==> config.mk <==
export PLATFORM = sky130hd
export DESIGN_NAME = elbi_bus
export DESIGN_NICKNAME = d
export VERILOG_FILES = /design/src/elbi_pkg.sv /design/src/elbi_clkdiv.sv /design/src/elbi_bus.sv
export SDC_FILE = /design/constraint.sdc
export NUM_CORES = 1
export LEC_CHECK = 0
export BUFFER_PORTS_ARGS = -buffer_cell sky130_fd_sc_hd__buf_2
export CAP_MARGIN = 20
export CELL_PAD_IN_SITES_DETAIL_PLACEMENT = 0
export CELL_PAD_IN_SITES_GLOBAL_PLACEMENT = 1
export CORE_AREA = 2 2 88 90
export DETAILED_ROUTE_END_ITERATION = 12
export DIE_AREA = 0 0 90 92
export GPL_TIMING_DRIVEN = 0
export PLACE_DENSITY_LB_ADDON = 0.1
export SYNTH_ARGS = -nofsm -noshare
export SYNTH_HDL_FRONTEND = slang
export SYNTH_SLANG_ARGS = --single-unit
==> constraint.sdc <==
create_clock -name ref_clk_i -period 1.53 [get_ports ref_clk_i]
set_clock_uncertainty 0.05 [all_clocks]
set_input_delay 0.153 -clock ref_clk_i [delete_from_list [all_inputs] [get_ports ref_clk_i]]
set_output_delay 0.153 -clock ref_clk_i [all_outputs]
set_load 0.01 [all_outputs]
==> src/elbi_pkg.sv <==
package elbi_pkg;

   // ----------------------------------------------------------------
   // Bus geometry
   // ----------------------------------------------------------------
   localparam int unsigned ADDR_W     = 16;
   localparam int unsigned DATA_W     = 8;
   localparam int unsigned CLK_DIV    = 4;
   localparam logic [1:0]  PH_ADDR    = 2'h0;
   localparam logic [1:0]  PH_LATCH   = 2'h1;
   localparam logic [1:0]  PH_STROBE  = 2'h2;
   localparam logic [1:0]  PH_END     = 2'h3;
   localparam logic [1:0]  PH_RESET   = 2'h0;

   // ----------------------------------------------------------------
   // Reset width
   // ----------------------------------------------------------------
   localparam int unsigned CLK_PERIOD_PS   = 25000;
   localparam int unsigned RST_MIN_NS      = 2000;
   localparam int unsigned RST_MIN_CYC     =
      (RST_MIN_NS * 1000 + CLK_PERIOD_PS - 1) / CLK_PERIOD_PS;
   localparam logic [7:0]  RST_CNT_RESET   = 8'h00;

   typedef enum logic [1:0]
   {
      ELBI_KIND_FETCH = 2'h0,
      ELBI_KIND_READ  = 2'h1,
      ELBI_KIND_WRITE = 2'h2
   } elbi_kind_e;

   typedef struct packed
   {
      elbi_kind_e          kind;
      logic                data_space;
      logic [ADDR_W-1:0]   addr;
      logic [DATA_W-1:0]   wdata;
   } elbi_req_s;

   typedef struct packed
   {
      logic                sync;
      logic                rd_n;
      logic                wr_n;
      logic                ale;
      logic                data_space_select_n;
   } elbi_ctl_s;

   localparam elbi_ctl_s CTL_IDLE = '{sync: 1'b0, rd_n: 1'b1, wr_n: 1'b1,
                                      ale: 1'b0, data_space_select_n: 1'b1};

endpackage : elbi_pkg

==> src/elbi_clkdiv.sv <==
`timescale 1ns/100ps

// Divides the oscillator-rate clock into bus phases and the timing clock
module elbi_clkdiv
   import elbi_pkg::*;
(
   // Clock and reset
   input  wire logic       ref_clk_i,
   input  wire logic       rst_n_i,
   // Phase outputs
   output logic [1:0]      phase_o,
   output logic            tclk_o
);

   logic [1:0] phase_q;
   logic [1:0] phase_d;
   logic       tclk_q;
   logic       tclk_d;

   assign phase_d = phase_q + 2'h1;
   // High in the first half of the period, low in the strobe half
   assign tclk_d  = (phase_d == PH_ADDR) || (phase_d == PH_LATCH);

   always_ff @(posedge ref_clk_i or negedge rst_n_i)
   begin
      if (!rst_n_i)
      begin
         phase_q <= PH_RESET;
         // Phase 0 is a high phase; a low reset value gave a short pulse
         tclk_q  <= 1'b1;
      end
      else
      begin
         phase_q <= phase_d;
         tclk_q  <= tclk_d;
      end
   end

   assign phase_o = phase_q;
   assign tclk_o  = tclk_q;

endmodule : elbi_clkdiv

==> src/elbi_bus.sv <==
`timescale 1ns/100ps

module elbi_bus
   import elbi_pkg::*;
(
   // Clock and reset
   input  wire logic               ref_clk_i,
   input  wire logic               rst_n_i,
   // Core request side
   input  wire logic               req_valid_i,
   input  wire elbi_req_s          req_i,
   output logic                    req_ready_o,
   output logic                    rsp_valid_o,
   output logic [DATA_W-1:0]       rsp_data_o,
   // Pin function select
   input  wire logic               expand_en_i,
   input  wire logic               port_bit_i,
   // Reset qualification
   output logic                    rst_width_ok_o,
   // Local bus pins
   output logic                    tclk_o,
   output logic                    sync_o,
   output logic                    rd_n_o,
   output logic                    wr_n_o,
   output logic                    ale_o,
   output logic [7:0]              high_address_byte_o,
   input  wire logic [7:0]         muxed_low_addr_data_i,
   output logic [7:0]              muxed_low_addr_data_o,
   output logic                    muxed_low_addr_data_oe_o,
   output logic                    data_space_select_o
);

   // ----------------------------------------------------------------
   // Phase generation
   // ----------------------------------------------------------------
   logic [1:0] phase;

   elbi_clkdiv u_clkdiv
   (
      .ref_clk_i (ref_clk_i),
      .rst_n_i   (rst_n_i),
      .phase_o   (phase),
      .tclk_o    (tclk_o)
   );

   typedef enum logic [0:0]
   {
      ELBI_ST_IDLE = 1'b0,
      ELBI_ST_BUSY = 1'b1
   } elbi_state_e;

   // ----------------------------------------------------------------
   // Cycle tracking
   // ----------------------------------------------------------------
   elbi_state_e       state_q;
   elbi_state_e       state_d;
   elbi_req_s         cur_q;
   elbi_req_s         cur_d;
   elbi_ctl_s         ctl_q;
   elbi_ctl_s         ctl_d;
   logic [7:0]        hi_q;
   logic [7:0]        hi_d;
   logic [7:0]        ad_q;
   logic [7:0]        ad_d;
   logic              ad_oe_q;
   logic              ad_oe_d;
   logic              rsp_v_q;
   logic              rsp_v_d;
   logic [7:0]        rsp_q;
   logic [7:0]        rsp_d;
   logic              dss_q;
   logic              dss_d;

   // Requests are only taken at the last phase so each cycle starts
   // aligned with a rising timing clock.
   wire logic        at_end    = (phase == PH_END);
   wire logic        start     = at_end && req_valid_i;
   wire logic        busy      = (state_q == ELBI_ST_BUSY);
   wire logic        is_fetch  = (cur_q.kind == ELBI_KIND_FETCH);
   wire logic        is_write  = (cur_q.kind == ELBI_KIND_WRITE);
   wire logic        is_data   = !is_fetch;
   wire logic        to_latch  = busy && (phase == PH_ADDR);
   wire logic        to_strobe = busy && (phase == PH_LATCH);
   wire logic        to_end    = busy && (phase == PH_STROBE);
   wire logic        finish    = busy && at_end;
   // Decode of the request as it is taken
   wire logic        req_fetch = (req_i.kind == ELBI_KIND_FETCH);
   // Select is active only for data in the second space
   wire logic        req_ds    = !req_fetch && req_i.data_space;

   // Ready is a plain level; a request outside phase 3 just waits
   assign req_ready_o = at_end;

   // ----------------------------------------------------------------
   // Cycle map
   // ----------------------------------------------------------------
   // One access takes four oscillator cycles, one timing clock period.
   // Taken at the edge that ends phase 3, it then runs:
   //   phase 0  latch strobe high, low address on the shared lines,
   //            high address byte, fetch marker and space select set
   //   phase 1  latch strobe low; the low address stays driven so the
   //            external latch sees it settle through the falling edge
   //   phase 2  read or write strobe low; write data replaces the
   //            address, or the shared lines are released for a read
   //   phase 3  strobes high again; read data was taken at the edge
   //            that opened this phase, while the read strobe was low
   // A new request may be taken at the end of phase 3, so accesses run
   // back to back with no idle phase between them.
   //
   // After reset the divider sits in phase 0 with the timing clock
   // high, so the first request is taken on the fourth edge after
   // reset lets go.
   //
   // Limitations worth knowing:
   //   - The read strobe is low for one oscillator cycle only, so the
   //     memory must answer inside that cycle; there is no wait input.
   //   - The high address byte keeps its last value after an access,
   //     which gives hold time but says nothing about bus ownership.
   //   - The core sees only the ready level; nothing reports a request
   //     that was not taken.
   //   - The fetch marker spans the whole access, not only the strobe.

   // ----------------------------------------------------------------
   // Next-state logic
   // ----------------------------------------------------------------
   always_comb
   begin
      state_d = state_q;
      cur_d   = cur_q;
      ctl_d   = ctl_q;
      hi_d    = hi_q;
      ad_d    = ad_q;
      ad_oe_d = ad_oe_q;
      rsp_v_d = 1'b0;
      rsp_d   = rsp_q;
      if (start)
      begin
         // Address phase: high byte held, low byte on shared lines
         state_d   = ELBI_ST_BUSY;
         cur_d     = req_i;
         hi_d      = req_i.addr[15:8];
         ad_d      = req_i.addr[7:0];
         ad_oe_d   = 1'b1;
         ctl_d     = CTL_IDLE;
         ctl_d.ale = 1'b1;
         ctl_d.sync = req_fetch;
         ctl_d.data_space_select_n = !req_ds;
      end
      else if (finish)
      begin
         // Markers back to idle, shared lines released; write data was held a phase past the strobe
         state_d = ELBI_ST_IDLE;
         ctl_d   = CTL_IDLE;
         ad_oe_d = 1'b0;
      end
      else if (to_latch)
      begin
         ctl_d.ale = 1'b0;
      end
      else if (to_strobe)
      begin
         // Data phase, second half of the timing clock period
         ctl_d.rd_n = is_write;
         ctl_d.wr_n = !is_write;
         ad_d       = is_write ? cur_q.wdata : ad_q;
         ad_oe_d    = is_write;
      end
      else if (to_end)
      begin
         // Sample read data before the strobe rises
         if (!is_write)
         begin
            rsp_v_d = 1'b1;
            rsp_d   = muxed_low_addr_data_i;
         end
         ctl_d.rd_n = 1'b1;
         ctl_d.wr_n = 1'b1;
      end
   end

   // The shared pin becomes a plain port bit when expansion is off
   assign dss_d = expand_en_i ? ctl_d.data_space_select_n
                              : port_bit_i;

   // ----------------------------------------------------------------
   // Registers
   // ----------------------------------------------------------------
   // All bus state but the divider's phase and timing clock in one bank; the reset values are an idle bus
   always_ff @(posedge ref_clk_i or negedge rst_n_i)
   begin
      if (!rst_n_i)
      begin
         state_q <= ELBI_ST_IDLE;
         cur_q   <= '0;
         ctl_q   <= CTL_IDLE;
         hi_q    <= 8'h00;
         ad_q    <= 8'h00;
         ad_oe_q <= 1'b0;
         rsp_v_q <= 1'b0;
         rsp_q   <= 8'h00;
         dss_q   <= 1'b1;
      end
      else
      begin
         state_q <= state_d;
         cur_q   <= cur_d;
         ctl_q   <= ctl_d;
         hi_q    <= hi_d;
         ad_q    <= ad_d;
         ad_oe_q <= ad_oe_d;
         rsp_v_q <= rsp_v_d;
         rsp_q   <= rsp_d;
         dss_q   <= dss_d;
      end
   end

   // ----------------------------------------------------------------
   // Reset width monitor
   // ----------------------------------------------------------------
   // The asynchronous reset clears every flop that could count it, so
   // the width is counted on reset-free flops. They are two-state so a
   // fresh power-up reads as a short reset rather than an unknown one.
   logic       rst_seen_q;
   bit   [7:0] low_cnt_q;
   bit   [7:0] low_cnt_d;
   bit         width_ok_q;
   wire logic  low_full = (low_cnt_q == 8'(RST_MIN_CYC));

   // Saturates so a very long reset cannot wrap back to short
   assign low_cnt_d = low_full ? low_cnt_q : low_cnt_q + 8'h01;

   // Marks the first clock edge after reset has let go
   always_ff @(posedge ref_clk_i or negedge rst_n_i)
   begin
      if (!rst_n_i)
         rst_seen_q <= 1'b0;
      else
         rst_seen_q <= 1'b1;
   end

   // Counts low samples; cleared as soon as reset is high again
   always_ff @(posedge ref_clk_i)
   begin
      if (!rst_n_i)
         low_cnt_q <= low_cnt_d;
      else
         low_cnt_q <= RST_CNT_RESET;
   end

   // Verdict is refreshed only while reset is low and held after it
   always_ff @(posedge ref_clk_i)
   begin
      if (!rst_n_i)
         width_ok_q <= low_full;
      else
         width_ok_q <= width_ok_q;
   end

   // ----------------------------------------------------------------
   // Outputs
   // ----------------------------------------------------------------
   assign sync_o                   = ctl_q.sync;
   assign rd_n_o                   = ctl_q.rd_n;
   assign wr_n_o                   = ctl_q.wr_n;
   assign ale_o                    = ctl_q.ale;
   assign high_address_byte_o      = hi_q;
   assign muxed_low_addr_data_o    = ad_q;
   assign muxed_low_addr_data_oe_o = ad_oe_q;
   assign data_space_select_o      = dss_q;
   assign rsp_valid_o              = rsp_v_q;
   assign rsp_data_o               = rsp_q;
   assign rst_width_ok_o           = width_ok_q && rst_seen_q;

endmodule : elbi_bus

== After elaboration in Yosys (flattened, before gate mapping) ==
Index checks and enable logic that the tools add are counted.

* Register bits after elaboration: 56
* Input bits: 40
* Word-level logic and storage cells: 84

* $add $sub $neg: 2
* Equality and inequality tests: 9
* Muxes and demuxes: 25
* Bitwise operators: 5
* Reduce and logical (&&, ||, !) cells: 24

{| class="wikitable"
|+ Operators by type and width
! kind !! count
|-
| two-way mux 8 bit || 5
|-
| two-way mux 1 bit || 15
|-
| adder 8 x 1 -> 8 bit (second input constant) || 1
|-
| == test 8 x 7 -> 1 bit (second input constant) || 1
|-
| logical AND 1 bit || 7
|-
| == test 2 bit (second input constant) || 3
|-
| zero test 2 bit || 3
|-
| two-way mux 2 bit || 3
|-
| AND reduction 6 bit || 1
|-
| nonzero test 2 bit || 3
|-
| nonzero test 3 bit || 2
|-
| two-way mux 5 bit || 1
|-
| NOT 1 bit || 5
|-
| == test 2 x 1 -> 1 bit (second input constant) || 2
|-
| inequality test 2 bit (second input constant) || 2
|-
| AND reduction 2 bit || 2
|-
| AND reduction 4 bit || 1
|-
| nonzero test 4 bit || 1
|-
| zero test 1 bit || 3
|-
| two-way mux 3 bit || 1
|-
| inequality test 3 x 2 -> 1 bit (second input constant) || 1
|-
| adder 2 x 1 -> 2 bit (second input constant) || 1
|-
| logical OR 1 bit || 1
|}

== Logic depth before layout (Yosys ltp) ==
* Depth in word-level cells: 8
* Gate-level depth with buffers: 7
* Depth with buffers taken out: 5

== By module ==
Synthesis repeated with hierarchy kept, for this count alone.

* Cells, all modules: 214
* Area, all modules: 2434.8 um^2

{| class="wikitable"
|+ Modules (own cells, without submodules)
! module !! instances !! cells each !! area each (um^2) !! seq. area each (um^2)
|-
| elbi_bus || 1 || 208 || 2337.2 || 1296.2
|-
| elbi_clkdiv || 1 || 6 || 97.6 || 76.3
|}

== Worst setup path after synthesis ==
OpenSTA, ideal clock, no wires.

* Path kind: register to register
* Start: register u_clkdiv.phase_q[0] (netlist: u_clkdiv.phase_o[0])
* End: register ad_oe_q (netlist: muxed_low_addr_data_oe_o)
* Setup time: 124 ps
* Data arrival time: 1433 ps
* Required time: 1356 ps
* Slack: -77 ps
* Stages on the path, launching flop included: 7
* Path buffers: 3
* Period minus slack after synthesis: 1607 ps
* Cell sequence: dfrtp_1 ha_1 buf_4 and2_1 buf_2 buf_6 a211o_1

* Longest elaborated chain between the ends: 4

{| class="wikitable"
|+ Ends and longest elaborated chain
! what !! line !! RTL
|-
| start: declaration || elbi_clkdiv.sv:15 || <nowiki>logic [1:0] phase_q;</nowiki>
|-
| start signal: assignment || elbi_clkdiv.sv:34 || <nowiki>phase_q <= phase_d;</nowiki>
|-
| == test 2 bit (*) || elbi_bus.sv:76 || <nowiki>wire logic at_end = (phase == PH_END);</nowiki>
|-
| via req_ready_o || elbi_bus.sv:12 || <nowiki>output logic req_ready_o,</nowiki>
|-
| logical AND 1 bit (on tied branches) || elbi_bus.sv:77, elbi_bus.sv:85 ||
|-
| inequality test 3 x 2 -> 1 bit (no source line) (tied with other cells) || n/a ||
|-
| AND reduction 2 bit (no source line) or two-way mux 1 bit (tied branches) || n/a ||
|-
| end signal: assignment || elbi_bus.sv:210 || <nowiki>ad_oe_q <= ad_oe_d;</nowiki>
|-
| end: declaration || elbi_bus.sv:65 || <nowiki>logic ad_oe_q;</nowiki>
|}

Mark *: on every way through the listed nets, which the timed path passes. The rest lies on a longest branch.
A chain may end at the register's enable or synchronous reset.

== Final worst setup path ==
* Start: register u_clkdiv.phase_q[0] (netlist: u_clkdiv.phase_o[0])
* End: register rsp_q[2] (netlist: rsp_data_o[2])

* Longest elaborated chain between the ends: 4

{| class="wikitable"
|+ Ends and longest elaborated chain
! what !! line !! RTL
|-
| == test 2 bit (tied with other cells) || elbi_bus.sv:76 ||
|-
| logical AND 1 bit (on tied branches) || n/a ||
|-
| NOT 1 bit (no source line) || n/a ||
|-
| AND reduction 6 bit (no source line) (*) || n/a ||
|-
| end signal: assignment || elbi_bus.sv:212 || <nowiki>rsp_q <= rsp_d;</nowiki>
|-
| end: declaration || elbi_bus.sv:69 || <nowiki>logic [7:0] rsp_q;</nowiki>
|}

Every way passes the cells marked *; elsewhere a longest branch is shown, timed or not.

==> flow_summary.ini <==
[run_status]
status = finished, violations left
violations = negative setup slack

[pwr]
p_sw_uw = 760
p_total_mw = 3.24
seq_power_share_pct = 51.4
p_per_area_nw_per_um2 = 941
worst_ir_drop_vdd_v = 0.000431
p_comb_share_pct = 13.6
sw_frac_of_total_pct = 23.4
p_leak_nw = 1.64
p_int_mw = 2.48
clockPowerShare_pct = 35.0

[routing]
wl_per_cell_um = 12.7
via_per_inst = 4.52
wl_um = 5700
vias = 2028
drcViolationCount = 0
drt_iter0_drc = 58
antenna_left = 0
first_pass_iters = 4

[synth]
synth_top_cell_area_share_pct = 43.4
synth_mux_area_share_pct = 4.81
ys_warn_count = 0
synthesis.area_um2 = 2420
ys_seq_area_share_pct = 56.7
synth-edff-count = 1
synthXorXnorAreaFrac_pct = 1.09
synth_fa_ha_area_share_pct = 3.10
synth_top_family_by_area = simple AND/OR/NAND/NOR gates
synth_nets = 287
synth-simple-area-share_pct = 19.6
synth_area_leader_cell = dfrtp_1
synth_cells = 241
async_reset_ff_share_pct = 83.9
syn_avg_cell_area_um2 = 10.0
synth_common_cells = 58 x nand2_1, 42 x dfrtp_1, 16 x nor2_1, 16 x o21ai_0, 14 x a21oi_1
synth-compound-area-share_pct = 10.1
synth_most_common_cell = nand2_1
synthTopCellsByArea = dfrtp_1 43%, nand2_1 9.0%, dfxtp_1 6.6%
synth_seq_cells = 56
synth_ff_type = dfrtp_1
ys_types = 40

[placed_design]
dp_worst_setup_slack_ps = -141
gp_congestion = 0.684
port_buffers = 73
dpl.hpwl_um = 3960

[cells_and_area]
drive_above_1_share_pct = 37.8
fin_nets = 392
seqCellArea_um2 = 1370
syn2layout_area_growth_pct = 42.4
antenna_cells = 0
n_fill_cell = 763
multi_input_comb_area_um2 = 1020

[cts]
clock_sinks = 56
root_buffer = clkbuf_8
cts_tree = built
ctsHtreeMaxLevel = 2
clockBufferDepth = 2
insertion_delay_ps = 310
path_clk_slew_ps = 110
cts_made_buffers = 5

[timing]
fmax_ghz = 0.639
worstMarginPinSlew_ps = 563
rsz0062_at_grt = yes
setup_viol = 9
max_slew_margin_pct = 62.5
setup_slack_ps = -36.0
period_minus_slack_ps = 1570
fin_hold_ws_ps = 4.24
hold_violations = 0
finalCritPeriodShare_pct = 102
drv_slew = 0
setup_tns_ps = -261

[worst_setup_path]
critPathLaunchType = register
cp.arrival_ps = 1710
timing.rr.start = u_clkdiv.phase_o[0]
worstPathRequired_ps = 1670
cp_max_fo = 9
r2r_slack_ps = -40
r2r-end = rsp_data_o[2]
critical_path_class = reg2reg
crit_path_start = u_clkdiv.phase_o[0]
rr_worst_depth = 5
crit_path_end_kind = register

[global_route]
grt_max_degree = 32
antenna_found_initial = 0
globalRouteOverflowTotal = 0
grt_pass1_vias = 2078
grt_pass1_wl_um = 9960
grt_usage_pct = 14.8

[flow_run]
maxCapViolations = 0

[min_path]
hold_depth = 3
hp-start = req_i[0]
hold_class = in2reg
hold_end = cur_q[0]

[floorplan]
ioPinCount = 74
die_area_um2 = 8280
die_y_um = 92
core_area_um2 = 7450
die_w_um = 90
initial_core_util_pct = 32.5
rows = 32
## power by group through the flow
stage | clock network [mW] | logic [mW] | registers [mW]
5_1_grt | 1.23 | 0.497 | 1.68
3_5_place_dp | 0 | 0.408 | 1.69
6_report | 1.14 | 0.442 | 1.67
4_1_cts | 1.18 | 0.450 | 1.67
2_1_floorplan | 0 | 0.158 | 1.73
3_3_place_gp | 0 | 0.396 | 1.69
## what timing repair did
item	in CTS	in global routing
buffers inserted	6	0
resized for setup	25	16
endpoints found under the setup margin	39	33
pin swaps	20	3
gates cloned	2	0
hold endpoints to repair	32	0
hold buffers	17	0
## cells in the final DEF (no fill, tap or decap), types with 3 or more instances in the layout
master,count
a21oi_1,14
a31oi_1,7
buf_2,75
buf_4,5
buf_6,6
clkbuf_8,6
dfrtp_1,41
dfstp_2,5
dfxtp_1,8
dlygate4sd3_1,17
ha_4,4
inv_1,9
mux2_2,9
nand2_1,57
nand3_1,7
nor2_1,14
o21ai_0,10
o21ai_1,5
or3_1,3
## worst max path at each step
stage / slack [ps] / cells after the start / to
5_1_grt: -110 / 5 / rsp_data_o[5]
3_5_place_dp: -140 / 5 / busy
2_1_floorplan: 0.8 / 6 / muxed_low_addr_data_oe_o
6_report: -40 / 5 / rsp_data_o[2]
3_3_place_gp: -220 / 4 / low_cnt_q[2]
4_1_cts: -50 / 5 / rsp_data_o[2]
## worst max-delay path, stage by stage (launching register included)
cell and delay (ps):
dfrtp_2 460, buf_6 130, ha_4 170, nor2_2 130, nand4_4 210, mux2_2 320
## cells by family after synthesis
logic type / after synthesis
mux: 10
other cells: 1
xor+xnor: 3
fa+ha+maj: 6
flops: 56
compound gates: 43
simple gates: 100
buf+inv: 22
## routing by layer
layer	track usage, %	wire (um)	share of wire (%)
met1	19.3	2730	48
met2	24.6	2640	46
met3	3.45	264	4.6
met4	4.62	69	1.2
met5	0	0	0
## final cells by class
| class | instances | share of cell area [%] |
|---|---|---|
| Sequential cell | 56 | 39.9 |
| Clock buffer | 6 | 2.11 |
| Tap cell | 102 | 3.70 |
| Timing Repair Buffer | 99 | 19.0 |
| Multi-Input combinational cell | 163 | 29.6 |
| Clock inverter | 2 | 1.74 |
| Inverter | 11 | 1.20 |
| Buffer | 10 | 2.76 |
## state kept, by name (all words and copies together) (netlist names), 2 cells and up
name,count
rsp_data_o,8
high_address_byte_o,8
u_clkdiv.phase_o,2
cur_q,10
muxed_low_addr_data_o,8
low_cnt_q,8
## metrics by stage
stage / util [%] / std cells / area [um^2]
after floorplan: - / 241 / 2430
after global placement: 39.2 / 416 / 2920
after detailed placement: 39.5 / 417 / 2940
after CTS: 46.0 / 450 / 3420
after global routing: 46.3 / 449 / 3450
final: 46.3 / 449 / 3450
Power figures use the tool's default switching activity.
